**src/design/sbr_pkg.sv**
```systemverilog
// Purpose: constants shared by the bus recovery pulser
// Assumes: 25 MHz peripheral clock
// Notes:   register offsets are word addresses on the plain register port
package sbr_pkg;
  localparam int unsigned CLK_HZ          = 25_000_000;
  localparam int unsigned HALF_PERIOD_NS  = 5000;
  localparam int unsigned HALF_CYC        =
    (HALF_PERIOD_NS * (CLK_HZ / 1_000_000) + 999) / 1000;
  localparam int unsigned HALF_W          = 8;
  localparam int unsigned CNT_W           = 8;

  localparam logic [3:0] REG_CTRL   = 4'h0;
  localparam logic [3:0] REG_STAT   = 4'h1;
  localparam logic [3:0] REG_IRQ    = 4'h2;
  localparam logic [3:0] REG_MASK   = 4'h3;

  localparam int unsigned CTRL_GO   = 8;
  localparam int unsigned STAT_BUSY = 3;

  localparam int unsigned IRQ_DONE  = 0;
  localparam int unsigned IRQ_ERR   = 1;
  localparam int unsigned IRQ_W     = 2;

  typedef enum logic [2:0] {
    SBR_ST_UNINIT = 3'h0,
    SBR_ST_READY  = 3'h1,
    SBR_ST_SDA_LOW = 3'h2,
    SBR_ST_BLOCKED = 3'h3
  } sbr_status_t;

  localparam logic [2:0] RES_NONE  = 3'h0;
  localparam logic [2:0] RES_OK    = 3'h1;
  localparam logic [2:0] RES_SDA   = 3'h2;
  localparam logic [2:0] RES_BLOCK = 3'h3;
  localparam logic [2:0] RES_PARAM = 3'h4;

  typedef enum logic [2:0] {
    SBR_IDLE  = 3'b000,
    SBR_LOW   = 3'b001,
    SBR_HIGH  = 3'b011,
    SBR_CHECK = 3'b010,
    SBR_STA   = 3'b110,
    SBR_STO   = 3'b111,
    SBR_FIN   = 3'b101
  } sbr_state_t;
endpackage

```
**src/design/sbr_pulser.sv**
```systemverilog
// Purpose: SCL pulse recovery for a single-master I2C port
// Assumes: pins pass two flops before use; open-drain lines, oe low drives low
// Notes:   register port: addr, wdata, write and read strobes, rdata one cycle later
//
// Chosen here: the register offsets and the address-and-strobe port.
`timescale 1ns/1ns
`default_nettype none
module sbr_pulser #(
  parameter int unsigned HALF_CYC = sbr_pkg::HALF_CYC
) (
  input  wire logic        clk_in,
  input  wire logic        rst_b_in,
  input  wire logic [3:0]  addr_in,
  input  wire logic [31:0] wdata_in,
  input  wire logic        wr_in,
  input  wire logic        rd_in,
  output logic      [31:0] rdata_out,
  input  wire logic        bus_busy_flag_in,
  input  wire logic        master_mode_bit_in,
  input  wire logic        scl_in,
  input  wire logic        sda_in,
  output logic             scl_out,
  output logic             scl_oe_out,
  output logic             sda_out,
  output logic             sda_oe_out,
  output logic             irq_out
);
  logic [1:0] scl_sync;
  logic [1:0] sda_sync;
  logic [1:0] busy_sync;
  logic [1:0] mst_sync;
  sbr_pkg::sbr_state_t  state;
  sbr_pkg::sbr_state_t  next_state;
  sbr_pkg::sbr_status_t chan_status;
  sbr_pkg::sbr_status_t dev_status;
  logic [2:0]                  result;
  logic [sbr_pkg::CNT_W-1:0]   pulse_count;
  logic [sbr_pkg::CNT_W-1:0]   pulses_left;
  logic [sbr_pkg::HALF_W-1:0]  timer;
  logic [sbr_pkg::IRQ_W-1:0]   irq_stat;
  logic [sbr_pkg::IRQ_W-1:0]   irq_mask;
  logic                        scl_drive_low;
  logic                        sda_drive_low;

  // write-one-to-clear: bits named in the write data drop; the caller ors new events back in,
  // so an event that lands in the same cycle as its clear is never lost
  function automatic logic [sbr_pkg::IRQ_W-1:0] clear_bits(
    input logic [sbr_pkg::IRQ_W-1:0] stat,
    input logic                      hit,
    input logic [31:0]               data
  );
    logic [sbr_pkg::IRQ_W-1:0] drop;
    drop = hit ? data[sbr_pkg::IRQ_W-1:0] : '0;
    return stat & ~drop;
  endfunction

  wire scl_lvl   = scl_sync[1];
  wire sda_lvl   = sda_sync[1];
  wire busy_lvl  = busy_sync[1];
  wire mst_lvl   = mst_sync[1];
  wire wr_ctrl   = wr_in && (addr_in == sbr_pkg::REG_CTRL);
  wire wr_irq    = wr_in && (addr_in == sbr_pkg::REG_IRQ);
  wire wr_mask   = wr_in && (addr_in == sbr_pkg::REG_MASK);
  wire go        = wr_ctrl && wdata_in[sbr_pkg::CTRL_GO];
  wire [sbr_pkg::CNT_W-1:0] req_count = wdata_in[sbr_pkg::CNT_W-1:0];
  wire idle      = (state == sbr_pkg::SBR_IDLE);
  wire bad_arg   = (req_count == '0);
  wire may_clock = (!busy_lvl || (mst_lvl && busy_lvl)) && scl_lvl;
  wire released  = sda_lvl;
  wire half_done = (timer == sbr_pkg::HALF_W'(HALF_CYC - 1));
  wire start_ok  = go && idle && !bad_arg && may_clock;
  wire start_blk = go && idle && !bad_arg && !may_clock;
  wire start_ok_clean = start_ok && released;
  // the last pulse went out and the line still reads low: the slave did not let go
  wire stuck_end = (state == sbr_pkg::SBR_CHECK) && !released && (pulses_left == '0);
  // a refused request never touches the line or the channel and device status; it only sets the result field and the error interrupt bit
  wire param_err = go && idle && bad_arg;
  wire ev_done   = (state == sbr_pkg::SBR_FIN);
  wire ev_err    = stuck_end || start_blk || param_err;
  wire [sbr_pkg::IRQ_W-1:0] ev_vec = {ev_err, ev_done};

  // next interrupt state in one place, shared by the sticky bits and the output line
  wire [sbr_pkg::IRQ_W-1:0] next_irq_stat = clear_bits(irq_stat, wr_irq, wdata_in) | ev_vec;
  wire [sbr_pkg::IRQ_W-1:0] next_irq_mask = wr_mask ? wdata_in[sbr_pkg::IRQ_W-1:0] : irq_mask;
  wire                      next_irq      = |(next_irq_stat & next_irq_mask);

  // state chooser kept combinational so the registered path stays short
  always_comb begin
    next_state = state;
    case (state)
      sbr_pkg::SBR_IDLE: begin
        if (start_ok && !released) begin
          next_state = sbr_pkg::SBR_LOW;
        end else if (start_ok_clean) begin
          next_state = sbr_pkg::SBR_STA;
        end
      end
      sbr_pkg::SBR_LOW: begin
        if (half_done) begin
          next_state = sbr_pkg::SBR_HIGH;
        end
      end
      sbr_pkg::SBR_HIGH: begin
        if (half_done && scl_lvl) begin
          next_state = sbr_pkg::SBR_CHECK;
        end
      end
      sbr_pkg::SBR_CHECK: begin
        if (released) begin
          next_state = sbr_pkg::SBR_STA;
        end else if (pulses_left == '0) begin
          next_state = sbr_pkg::SBR_IDLE;
        end else begin
          next_state = sbr_pkg::SBR_LOW;
        end
      end
      sbr_pkg::SBR_STA: begin
        if (half_done) begin
          next_state = sbr_pkg::SBR_STO;
        end
      end
      sbr_pkg::SBR_STO: begin
        if (half_done) begin
          next_state = sbr_pkg::SBR_FIN;
        end
      end
      sbr_pkg::SBR_FIN: begin
        next_state = sbr_pkg::SBR_IDLE;
      end
      default: begin
        next_state = sbr_pkg::SBR_IDLE;
      end
    endcase
  end

  // pins come from outside the clock domain
  always_ff @(posedge clk_in or negedge rst_b_in) begin
    if (!rst_b_in) begin
      scl_sync  <= 2'h3;
      sda_sync  <= 2'h3;
      busy_sync <= 2'h0;
      mst_sync  <= 2'h0;
    end else begin
      scl_sync  <= {scl_sync[0], scl_in};
      sda_sync  <= {sda_sync[0], sda_in};
      busy_sync <= {busy_sync[0], bus_busy_flag_in};
      mst_sync  <= {mst_sync[0], master_mode_bit_in};
    end
  end

  always_ff @(posedge clk_in or negedge rst_b_in) begin
    if (!rst_b_in) begin
      state <= sbr_pkg::SBR_IDLE;
      timer <= '0;
    end else begin
      state <= next_state;
      // the timer restarts on each phase change; in the high phase it also waits out
      // a slave stretching SCL so the high time counts from the real rise
      if (next_state != state || (state == sbr_pkg::SBR_HIGH && !scl_lvl)) begin
        timer <= '0;
      end else if (!half_done) begin
        timer <= timer + 1'b1;
      end
    end
  end

  always_ff @(posedge clk_in or negedge rst_b_in) begin
    if (!rst_b_in) begin
      pulse_count <= '0;
      pulses_left <= '0;
    end else begin
      if (start_ok) begin
        pulse_count <= req_count;
        pulses_left <= req_count;
      end else if (state == sbr_pkg::SBR_LOW && next_state == sbr_pkg::SBR_HIGH) begin
        pulses_left <= pulses_left - 1'b1;
      end
    end
  end

  always_ff @(posedge clk_in or negedge rst_b_in) begin
    if (!rst_b_in) begin
      chan_status <= sbr_pkg::SBR_ST_READY;
      dev_status  <= sbr_pkg::SBR_ST_READY;
      result      <= sbr_pkg::RES_NONE;
    end else begin
      // only one of these can happen per cycle; the order just documents priority
      if (param_err) begin
        result <= sbr_pkg::RES_PARAM;
      end else if (start_blk) begin
        chan_status <= sbr_pkg::SBR_ST_BLOCKED;
        dev_status  <= sbr_pkg::SBR_ST_BLOCKED;
        result      <= sbr_pkg::RES_BLOCK;
      end else if (stuck_end) begin
        chan_status <= sbr_pkg::SBR_ST_SDA_LOW;
        dev_status  <= sbr_pkg::SBR_ST_SDA_LOW;
        result      <= sbr_pkg::RES_SDA;
      end else if (ev_done) begin
        chan_status <= sbr_pkg::SBR_ST_UNINIT;
        dev_status  <= sbr_pkg::SBR_ST_UNINIT;
        result      <= sbr_pkg::RES_OK;
      end
    end
  end

  // open-drain drivers: oe low means the line is pulled low
  always_comb begin
    scl_drive_low = (next_state == sbr_pkg::SBR_LOW);
    sda_drive_low = (next_state == sbr_pkg::SBR_STA);
  end

  // the enables are registered from the next state so each pin changes on the same
  // edge as the state; the data outputs stay low because the lines are open drain
  always_ff @(posedge clk_in or negedge rst_b_in) begin
    if (!rst_b_in) begin
      scl_out    <= 1'b0;
      scl_oe_out <= 1'b1;
    end else begin
      scl_out    <= 1'b0;
      scl_oe_out <= !scl_drive_low;
    end
  end

  // sda is only ever pulled low for the start; the stop is its release with scl high
  always_ff @(posedge clk_in or negedge rst_b_in) begin
    if (!rst_b_in) begin
      sda_out    <= 1'b0;
      sda_oe_out <= 1'b1;
    end else begin
      sda_out    <= 1'b0;
      sda_oe_out <= !sda_drive_low;
    end
  end

  // set wins over a write-one clear in the same cycle
  always_ff @(posedge clk_in or negedge rst_b_in) begin
    if (!rst_b_in) begin
      irq_stat <= '0;
      irq_mask <= '0;
      irq_out  <= 1'b0;
    end else begin
      irq_stat <= next_irq_stat;
      irq_mask <= next_irq_mask;
      // the line follows the new status and mask at once, so a mask write shows next cycle
      irq_out  <= next_irq;
    end
  end

  // read words, one per register; unmapped addresses read as zero
  wire [31:0] ctrl_word = {24'h00_0000, pulse_count};
  wire [31:0] stat_word = {20'h0_0000, !idle, result, 1'b0, chan_status, 1'b0, dev_status};
  wire [31:0] irq_word  = {30'h0000_0000, irq_stat};
  wire [31:0] mask_word = {30'h0000_0000, irq_mask};

  wire [31:0] rd_mux =
    (addr_in == sbr_pkg::REG_CTRL) ? ctrl_word :
    (addr_in == sbr_pkg::REG_STAT) ? stat_word :
    (addr_in == sbr_pkg::REG_IRQ)  ? irq_word  :
    (addr_in == sbr_pkg::REG_MASK) ? mask_word : 32'h0000_0000;

  // read data stands for exactly one cycle and is zero otherwise, so a late sample
  // by the master shows up as a wrong value rather than as stale data

  always_ff @(posedge clk_in or negedge rst_b_in) begin
    if (!rst_b_in) begin
      rdata_out <= 32'h0000_0000;
    end else begin
      rdata_out <= rd_in ? rd_mux : 32'h0000_0000;
    end
  end
endmodule
`default_nettype wire

```
**config.mk**
```make
export PLATFORM = sky130hd
export DESIGN_NAME = sbr_pulser
export DESIGN_NICKNAME = d
export VERILOG_FILES = /design/src/design/sbr_pkg.sv /design/src/design/sbr_pulser.sv
export SDC_FILE = /design/constraint.sdc
export NUM_CORES = 1
export LEC_CHECK = 0
export ABC_AREA = 1
export BUFFER_PORTS_ARGS = -buffer_cell sky130_fd_sc_hd__buf_2
export CORE_ASPECT_RATIO = 1.1
export CORE_MARGIN = 3
export CORE_UTILIZATION = 45
export DETAILED_ROUTE_END_ITERATION = 7
export GPL_TIMING_DRIVEN = 1
export HOLD_SLACK_MARGIN = 0.08
export PLACE_DENSITY = 0.7
export SLEW_MARGIN = 40
export SYNTH_ARGS = -nofsm -noshare
export SYNTH_HDL_FRONTEND = slang
export SYNTH_SLANG_ARGS = --single-unit
```
**constraint.sdc**
```tcl
create_clock -name clk_in -period 2.15 [get_ports clk_in]
set_clock_uncertainty 0.15 [all_clocks]
set_input_delay 0.1075 -clock clk_in [delete_from_list [all_inputs] [get_ports clk_in]]
set_output_delay 0.1075 -clock clk_in [all_outputs]
set_load 0.005 [all_outputs]
```
### Yosys cells after proc, flatten, opt, wreduce, memory -nomap -nowiden

Index checks and enable logic that the tools add are counted.
W data, S select, Z words.

| word-level totals | value |
|---|---|
| bits in registers | 60 |
| bits of input ports | 44 |
| output and inout port bits | 37 |
| word-level logic and storage cells | 104 |

| cells by class | value |
|---|---|
| $add $sub $neg | 2 |
| eq/ne operators | 15 |
| multiplexer cells | 27 |
| bitwise logic cells | 5 |
| reductions and logical operators | 39 |

Operator list:

| kind | number |
|---|---|
| $mux W3 | 14 |
| $mux W12 | 3 |
| $mux W8 | 4 |
| $logic_and A1 B1 Y1 | 18 |
| $pmux W3 S6 | 1 |
| $logic_not A8 Y1 | 2 |
| $eq A3 B3 Y1 const B | 4 |
| $eq A3 B2 Y1 const B | 3 |
| $add A8 B1 Y8 const B | 1 |
| $eq A4 B2 Y1 const B | 2 |
| $eq A8 B7 Y1 const B | 1 |
| $logic_not A1 Y1 | 8 |
| $mux W2 | 4 |
| $sub A8 B1 Y8 const B | 1 |
| $eq A3 B1 Y1 const B | 2 |
| $and A2 B2 Y2 | 2 |
| $eq A4 B1 Y1 const B | 1 |
| $logic_not A4 Y1 | 1 |
| $logic_or A1 B1 Y1 | 4 |
| $reduce_bool A4 Y1 | 1 |
| $logic_not A3 Y1 | 1 |
| $ne A3 B3 Y1 | 1 |
| $reduce_bool A3 Y1 | 1 |
| $ne A2 B1 Y1 const B | 1 |
| 7 further kinds | 7 |

### Longest topological paths before layout

Gate-level depths: netlist (run 1).

| depth | value |
|---|---|
| depth in word-level cells | 14 |
| depth in mapped cells | 14 |
| mapped depth without buffers | 14 |

### Worst setup path after synthesis (run 1)

Ideal clock, no wire load.

| timing path | value |
|---|---|
| kind | register -> register |
| start point | register timer[0] (netlist name) |
| end point | register timer[0] (netlist name) |
| library setup time | 0.073 ns |
| data arrival time | 1.513 ns |
| required time | 1.927 ns |
| setup slack | 0.414 ns |
| cell stages (with the launch flop) | 15 |
| path buffers | 0 |
| clock period less this slack | 1.736 ns |
| path through | dfrtp_1 > inv_1 > ha_1 > inv_1 > nor2_2 > nand2_4 > nand2_1 > nand2_1 > nor2_4 > nand2_2 > nand2_1 > nand2_1 > inv_2 > nand3_4 > nor2_1 |

| between the ends | value |
|---|---|
| longest elaborated chain between the ends | 7 |
| elaborated cells on any way between the ends | 13 |
| those cells by class | add/sub (1); eq/ne (3); mux (7); reduce/logical (2) |

Ends and longest elaborated chain:

| element | RTL line | RTL |
|---|---|---|
| start, declared | sbr_pulser.sv:39 | `logic [sbr_pkg::HALF_W-1:0] timer;` |
| start signal, assigned | sbr_pulser.sv:162 | `timer <= timer + 1'b1;` |
| $eq A8 B7 Y1 * | sbr_pulser.sv:70 | `wire half_done = (timer == sbr_pkg::HALF_W'(HALF_CYC - 1));` |
| $logic_and A1 B1 Y1 | sbr_pulser.sv:104 | `if (half_done && scl_lvl) begin` |
| $mux W3 | sbr_pulser.sv:104 |  |
| $pmux W3 S6 * | sbr_pulser.sv:90 | `case (state)` |
| net next_state[1] | sbr_pulser.sv:33 | `sbr_pkg::sbr_state_t next_state;` |
| $ne A3 B3 Y1 * | sbr_pulser.sv:159 | `if (next_state != state \|\| (state == sbr_pkg::SBR_HIGH && !scl_lvl)) begin` |
| $logic_or A1 B1 Y1 * | sbr_pulser.sv:159 |  |
| $ne A2 B1 Y1 (no line) / $mux W8 (equally long branches) | - |  |

The timed path passes the listed nets; every way through them passes the cells marked *. The select of a mux whose other input is x is not followed.
A chain may end at the register's enable or synchronous reset.

### Worst setup path in the final report (run 1)

| timing path | value |
|---|---|
| start point | input port addr_in[3] |
| end point | register irq_out |

| between the ends | value |
|---|---|
| elaborated cells on any way between the ends | 20 |
| those cells by class | eq/ne (2); mux (2); bitwise (4); reduce/logical (12) |

RTL lines:

| element | RTL line | RTL |
|---|---|---|
| start, declared | sbr_pulser.sv:13 | `input wire logic [3:0] addr_in,` |
| $eq A4 B2 Y1 | sbr_pulser.sv:63 | `wire wr_mask = wr_in && (addr_in == sbr_pkg::REG_MASK);` |
| $logic_and A1 B1 Y1 | sbr_pulser.sv:63 |  |
| $mux W2 | sbr_pulser.sv:84 | `wire [sbr_pkg::IRQ_W-1:0] next_irq_mask = wr_mask ? wdata_in[sbr_pkg::IRQ_W-1:0] : irq_mask;` |
| net next_irq_mask, one bit | sbr_pulser.sv:84 |  |
| $and A2 B2 Y2 | sbr_pulser.sv:85 | `wire next_irq = \|(next_irq_stat & next_irq_mask);` |
| $reduce_or A2 Y1 | sbr_pulser.sv:85 |  |
| net next_irq | sbr_pulser.sv:85 |  |
| end signal, assigned | sbr_pulser.sv:245 | `irq_out <= next_irq;` |
| end, declared | sbr_pulser.sv:26 | `output logic irq_out` |

The timed path passes the listed nets, and every way through them passes these cells.

==> metrics.md, run 1 <==
| Metric | Value |
|---|---|
| Status | finished clean |
| GRT Overall Usage | 0.1575 |
| Die width | 82.55 µm |
| Setup crit start kind | input port |
| Number of library cell types mapped by synthesis | 32 |
| CTS Buffer Depth | 2 |
| Ranking of synthesized cells by area | dfrtp_1, nand2_1, dfstp_2 |
| Cell count after synthesis | 332 |
| Max-slew headroom | 0.5165 |
| Placer's final routability congestion estimate | 0.8249 |
| Worst vdd ir | 0.0004483 V |
| Core ar. | 6193 µm² |
| Starting DRT DRC Count | 104 |
| Number of cell rows | 30 |
| Commonest non-fill, non-tap cell in the layout | nand2_1 |
| Vias in the first global route | 2,130 |
| Hold_ws | 0.1527 ns |
| Fmax | 504.6 MHz |
| Cell taking the most area after synthesis | dfrtp_1 |
| Initial antenna violation count | 0 |
| DIE AREA | 7446 µm² |
| Clock root buffer | clkbuf_8 |
| Required @ worst endpoint | 2.22 ns |
| DRT Wirelength | 5351 µm |
| Critical Path Fanout Max | 4 |
| DR pass1 iterations | 4 |
| Ports | 81 |
| # DRC | 0 |
| Clock slew at reported path FFs | 0.06 ns |
| Seq/Total Area, Yosys | 0.5121 |
| Transition time at the pin with the least slew margin | 0.7252 ns |
| Max-slew violation count | 0 |
| Final Hold Viols | 0 |
| PD cells | 643.0 nW/µm² |
| Clock Latency Late Sink | 0.33 ns |
| Largest net degree at the start of global routing | 60 |
| CTS buffer count | 9 |
| Total negative slack | 0 ns |
| Worst setup path class | input port to flip-flop |
| Critical Path AT | 2.05 ns |
| Max-Cap Viols | 0 |
| Final net count | 445 |
| Period utilization | 0.9217 |
| H-Tree Depth | 3 |
| Syn Area/Cell | 8.736 µm² |
| Tmin final | 1.982 ns |
| Post-Syn Area | 2900 µm² |
| IO Port Bufs | 35 |
| Commonest non-fill, non-tap cells in the layout | nand2_1, dfrtp_1, inv_1, nor2_1, buf_2 |
| Antenna Cells | 0 |
| RSZ-0062 raised after global routing | no |
| Synth warn | 0 |
| Layout area overhead | 19.84% |
| DR WL/cell | 11.10 µm |
| Dpl hpwl | 3802 µm |
| Share of cells above drive strength 1 | 0.1940 |
| Setup Fix Bufs, Post-CTS | 0 |
| Grt ovf | 0 |
| Routed vias | 2,235 |
| CTS Sinks | 59 |
| Power Total | 2.235 mW |
| Min-delay worst type | input port to flip-flop |
| Worst setup EP type | flip-flop |
| DIE HEIGHT | 90.20 µm |
| CTS tree | done |
| Endpoints failing setup | 0 |
| First-pass GRT wire length | 9045 µm |
| Yosys top cell area share | 0.4487 |
| Initial Util | 0.4683 |
| Final ANT Viol Nets | 0 |
| Vias/cell | 4.637 |
| #FFs+latches synth | 59 |
| Lkg Pwr | 1.795 nW |
-- what timing repair did --
action | 4_1_cts | 5_1_grt
resized for setup | 0 | 3
hold buffers | 20 | 0
setup endpoints to repair | 0 | 6
endpoints found under the hold margin | 88 | 0
-- registers in the layout, summed over array words and instances (netlist names), 3 cells and up --
| register | count |
|---|---|
| pulse_count | 8 |
| rdata_out | 12 |
| result | 3 |
| timer | 8 |
| state | 3 |
| pulses_left | 8 |
-- kinds of logic after synthesis --
group,share of synthesized area
compound gates,0.06860
flops,0.5121
buf+inv,0.1329
simple gates,0.2360
fa+ha+maj,0.01294
other cells,0.001293
xor+xnor,0.03624
-- power breakdown --
group          internal, mW  switching [mW]  total (mW)
Sequential             1.15          0.0173        1.17
Clock                 0.507           0.398       0.905
Combinational        0.0697          0.0920       0.162
Total                  1.73           0.507        2.23
-- critical path: stages --
cell and delay (ns):
dlygate4sd3_1 0.52, buf_2 0.12, nor2_1 0.17, nand3_1 0.08
dlygate4sd3_1 0.56, inv_1 0.10, nand2_1 0.11, nand2_1 0.07
o21ai_1 0.07, nand2_1 0.08, nand2_1 0.05
-- cells in the mapped netlist, drive strengths merged --
master	n
a21boi	1
a21oi	5
a31oi	1
and2	1
buf	23
clkbuf	1
conb	1
dfrtp	52
dfstp	7
ha	3
inv	53
nand2	67
nand3	23
nand3b	1
nand4	6
nor2	44
nor3	3
o211ai	3
o21ai	21
o21bai	1
o221ai	2
o31ai	1
xnor2	5
xor2	7
-- stage by stage --
stage            util  std cells  setup WS [ns]  area [µm²]
6_report       0.5612        482         0.1683        3476
5_1_grt        0.5612        482       0.007504        3476
4_1_cts        0.5604        482         0.1526        3471
3_5_place_dp   0.4990        447         0.2000        3090
3_3_place_gp   0.4990        447         0.2679        3090
2_1_floorplan       -        353         0.4141        2979
-- final cells by class --
class | count | area [µm²]
sequential | 59 | 1485
tap | 80 | 100.1
clock inverter | 1 | 7.507
multi-input combinational | 217 | 1114
timing repair buffer | 58 | 397.9
fill | 572 | 2718
inverter | 53 | 198.9
clock buffer | 14 | 172.7
-- metal layers --
metal  vias up  wire, µm  track usage
li1       1123         -            -
met1      1044      2392       0.1973
met2        55      2583       0.2487
met3        13       250      0.04910
met4         0       125      0.06403
met5         -         0            0
-- final timing paths --
path                            depth (start not counted)                        from  slack (ns)                endpoint
worst max-delay path                                   11                  addr_in[3]        0.17       irq_out$_DFF_PN0_
worst min-delay path                                    7                 wdata_in[8]        0.15   result[2]$_DFFE_PN0P_
worst max register to register                         10  pulses_left[0]$_DFFE_PN0P_        0.22    timer[1]$_DFFE_PN0P_
worst min register to register                          0       mst_sync[0]$_DFF_PN0_        0.20   mst_sync[1]$_DFF_PN0_
max in group asynchronous                               3                    rst_b_in        1.07  rdata_out[8]$_DFF_PN0_
min in group asynchronous                               3                    rst_b_in        0.30    timer[7]$_DFFE_PN0P_
No activity file was read; power rests on OpenSTA's default activity.
==> inputs of run 2 (changes only) <==
--- a/config.mk
+++ b/config.mk
@@ -7,13 +7,15 @@
 export LEC_CHECK = 0
 export ABC_AREA = 1
 export BUFFER_PORTS_ARGS = -buffer_cell sky130_fd_sc_hd__buf_2
+export CELL_PAD_IN_SITES_DETAIL_PLACEMENT = 1
+export CELL_PAD_IN_SITES_GLOBAL_PLACEMENT = 1
 export CORE_ASPECT_RATIO = 1.1
 export CORE_MARGIN = 3
-export CORE_UTILIZATION = 45
+export CORE_UTILIZATION = 38
 export DETAILED_ROUTE_END_ITERATION = 7
 export GPL_TIMING_DRIVEN = 1
 export HOLD_SLACK_MARGIN = 0.08
-export PLACE_DENSITY = 0.7
+export PLACE_DENSITY_LB_ADDON = 0.1
 export SLEW_MARGIN = 40
 export SYNTH_ARGS = -nofsm -noshare
 export SYNTH_HDL_FRONTEND = slang
==> run 2 against run 1 <==
  * Global-route usage grew 0.42 points
  * Core utilization shrank 6.8 points
  * Sequential power is essentially flat
  * Critical path depth grew 1
  * Total power grew 2.9%
  * Hold slack lost 0.0081 ns
  * Register-to-register slack lost 0.03 ns
  * Clock power grew 5.9%
  * Maximum frequency grew 1.0%
  * Combinational power grew 8%
  * Die area grew 17%
  * Setup slack gained 0.021 ns
==> metrics.md, run 2 (synthesis gave the netlist of run 1 again) <==
| Metric | Value |
|---|---|
| Critical Path Fanout Max | 8 |
| Final net count | 449 |
| Fmax | 509.9 MHz |
| Period utilization | 0.9121 |
| Max-slew headroom | 0.6268 |
| Crit path launch | timer[0]$_DFFE_PN0P_ |
| # DRC | 0 |
| Worst setup margin | 0.1889 ns |
| DR WL/cell | 13.09 µm |
| Required @ worst endpoint | 2.26 ns |
| Start of the worst register-to-register path | timer[0]$_DFFE_PN0P_ |
| Core ar. | 7207 µm² |
| CP bufs+invs | 2 |
| Slowest CP cell | dfrtp_1 |
| Vias in the first global route | 2,326 |
| Endpoints failing setup | 0 |
| Critical Path Max Stage Delay | 0.40 ns |
| Final ANT Viol Nets | 0 |
| Filler cell count in the final layout | 883 |
| Tmin final | 1.961 ns |
| FF-to-FF setup slack | 0.19 ns |
| Grt ovf | 0 |
| Worst path top cell family by delay | simple AND/OR/NAND/NOR gates |
| Initial Util | 0.4024 |
| H-Tree Depth | 3 |
| Core Util, Final | 0.4931 |
| Status | finished clean |
| Critical Path AT | 2.07 ns |
| Worst-path cell chain | inv_1 -> ha_1 -> inv_1 -> nor2_4 -> nand2_4 -> nand2_2 -> nand3_1 -> nor2_2 -> nand3_1 -> nand2_2 -> nand3_4 -> nor2_1 |
| CTS buffer count | 9 |
| Placed cells | 453 |
| DRT Wirelength | 6438 µm |
| Starting DRT DRC Count | 30 |
| Share of cells above drive strength 1 | 0.2211 |
| Final instance area | 3553 µm² |
| Clock root buffer | clkbuf_8 |
| Ports | 81 |
| Placer's final routability congestion estimate | 0.8363 |
| Commonest non-fill, non-tap cells in the layout | nand2_1, dfrtp_1, inv_1, buf_2, nor2_1 |
| Power Total | 2.299 mW |
| Transition time at the pin with the least slew margin | 0.5597 ns |
| Max-slew violation count | 0 |
| Worst setup EP type | flip-flop |
| Max FFs per register | 12 |
| Critical Path Sink | timer[0]$_DFFE_PN0P_ |
| Reg2Reg Capture Point | timer[0]$_DFFE_PN0P_ |
| CTS tree | done |
| First-pass GRT wire length | 10,820 µm |
| DR pass1 iterations | 4 |
| Routed vias | 2,259 |
| Pre-CTS setup slack | 0.1210 ns |
| Min-delay worst type | input port to flip-flop |
| Total negative slack | 0 ns |
| Number of cell rows | 32 |
| Cells on worst reg2reg path | 12 |
| GRT Overall Usage | 0.1618 |
| Commonest non-fill, non-tap cell in the layout | nand2_1 |
| Top reg by flops | rdata_out |
| Clock Latency Late Sink | 0.34 ns |
| PD cells | 647.0 nW/µm² |
| Hold_ws | 0.1447 ns |
| Dpl hpwl | 4873 µm |
| Initial antenna violation count | 0 |
| Largest net degree at the start of global routing | 37 |
| Setup crit start kind | flip-flop |
| Max-Cap Viols | 0 |
| Layout area overhead | 22.52% |
| IO Port Bufs | 35 |
| DIE AREA | 8717 µm² |
| Worst vdd ir | 0.0003112 V |
| Antenna Cells | 0 |
| CTS Sinks | 59 |
| Worst setup path class | flip-flop to flip-flop |
| Number of cells on the critical path | 12 |
| RSZ-0062 raised after global routing | no |
| Vias/cell | 4.591 |
| DIE HEIGHT | 97.63 µm |
| Die width | 89.30 µm |
| Final Hold Viols | 0 |
| Lkg Pwr | 1.835 nW |
| Final cell count without fillers | 492 |
| CTS Buffer Depth | 2 |
| Cell Area, Placed | 3117 µm² |
| Clock slew at reported path FFs | 0.06 ns |
[run 2: cell count changes in the layout (fill, tap and decap cells not counted), sizes merged]
cell,before,now
buf,38,43
clkbuf,14,15
clkinv,0,1
clkinvlp,1,0
dlygate4sd3,20,19
[run 2: worst reg2reg max path, delay by kind of cell (launching register included)]
kind	cells	cell delay, ns
adder cells (fa/ha/maj)	1	0.15
buffers and inverters	2	0.15
flip-flops	1	0.40
AND/OR/NAND/NOR	9	1.05
[run 2: power by group]
part	switching, mW	leakage [nW]	internal [mW]
logic	0.0985	1.06	0.0761
clock network	0.414	0.0997	0.544
registers	0.0160	0.679	1.15
total	0.528	1.84	1.77
[run 2: worst min-delay path by stage]
stage | start | endpoint | slack [ns] | cells past startpoint
2_1_floorplan | rst_b_in | busy_sync[0]$_DFF_PN0_ | -0.34 | 0
3_3_place_gp | rst_b_in | rdata_out[8]$_DFF_PN0_ | -0.02 | 1
3_5_place_dp | rst_b_in | rdata_out[8]$_DFF_PN0_ | -0.01 | 1
4_1_cts | wdata_in[8] | dev_status[0]$_DFFE_PN1P_ | 0.15 | 7
5_1_grt | rst_b_in | rdata_out[8]$_DFF_PN0_ | 0.20 | 2
6_report | wdata_in[8] | dev_status[0]$_DFFE_PN1P_ | 0.14 | 7
[run 2: timing repair]
action                                 4_1_cts  5_1_grt
hold buffers                                19        0
buffers inserted                             0        4
resized for setup                            0        8
setup endpoints to repair                    0       15
endpoints found under the hold margin       92        0
[run 2: area by class of cell]
| type | instances | area [µm²] | area share |
|---|---|---|---|
| repair buffers | 62 | 437.9 | 0.1232 |
| multi-input cells | 217 | 1134 | 0.3190 |
| clock inverters | 1 | 5.005 | 0.001408 |
| inverters | 53 | 198.9 | 0.05599 |
| flip-flops and latches | 59 | 1485 | 0.4180 |
| well taps | 85 | 106.4 | 0.02993 |
| clock buffers | 15 | 186.4 | 0.05246 |
[run 2: metal layers]
metal	wire length [µm]	up-vias	global-route usage
li1	-	1133	-
met1	2889	1075	0.2069
met2	3207	39	0.2564
met3	189	12	0.03562
met4	151	0	0.07331
met5	0	-	0
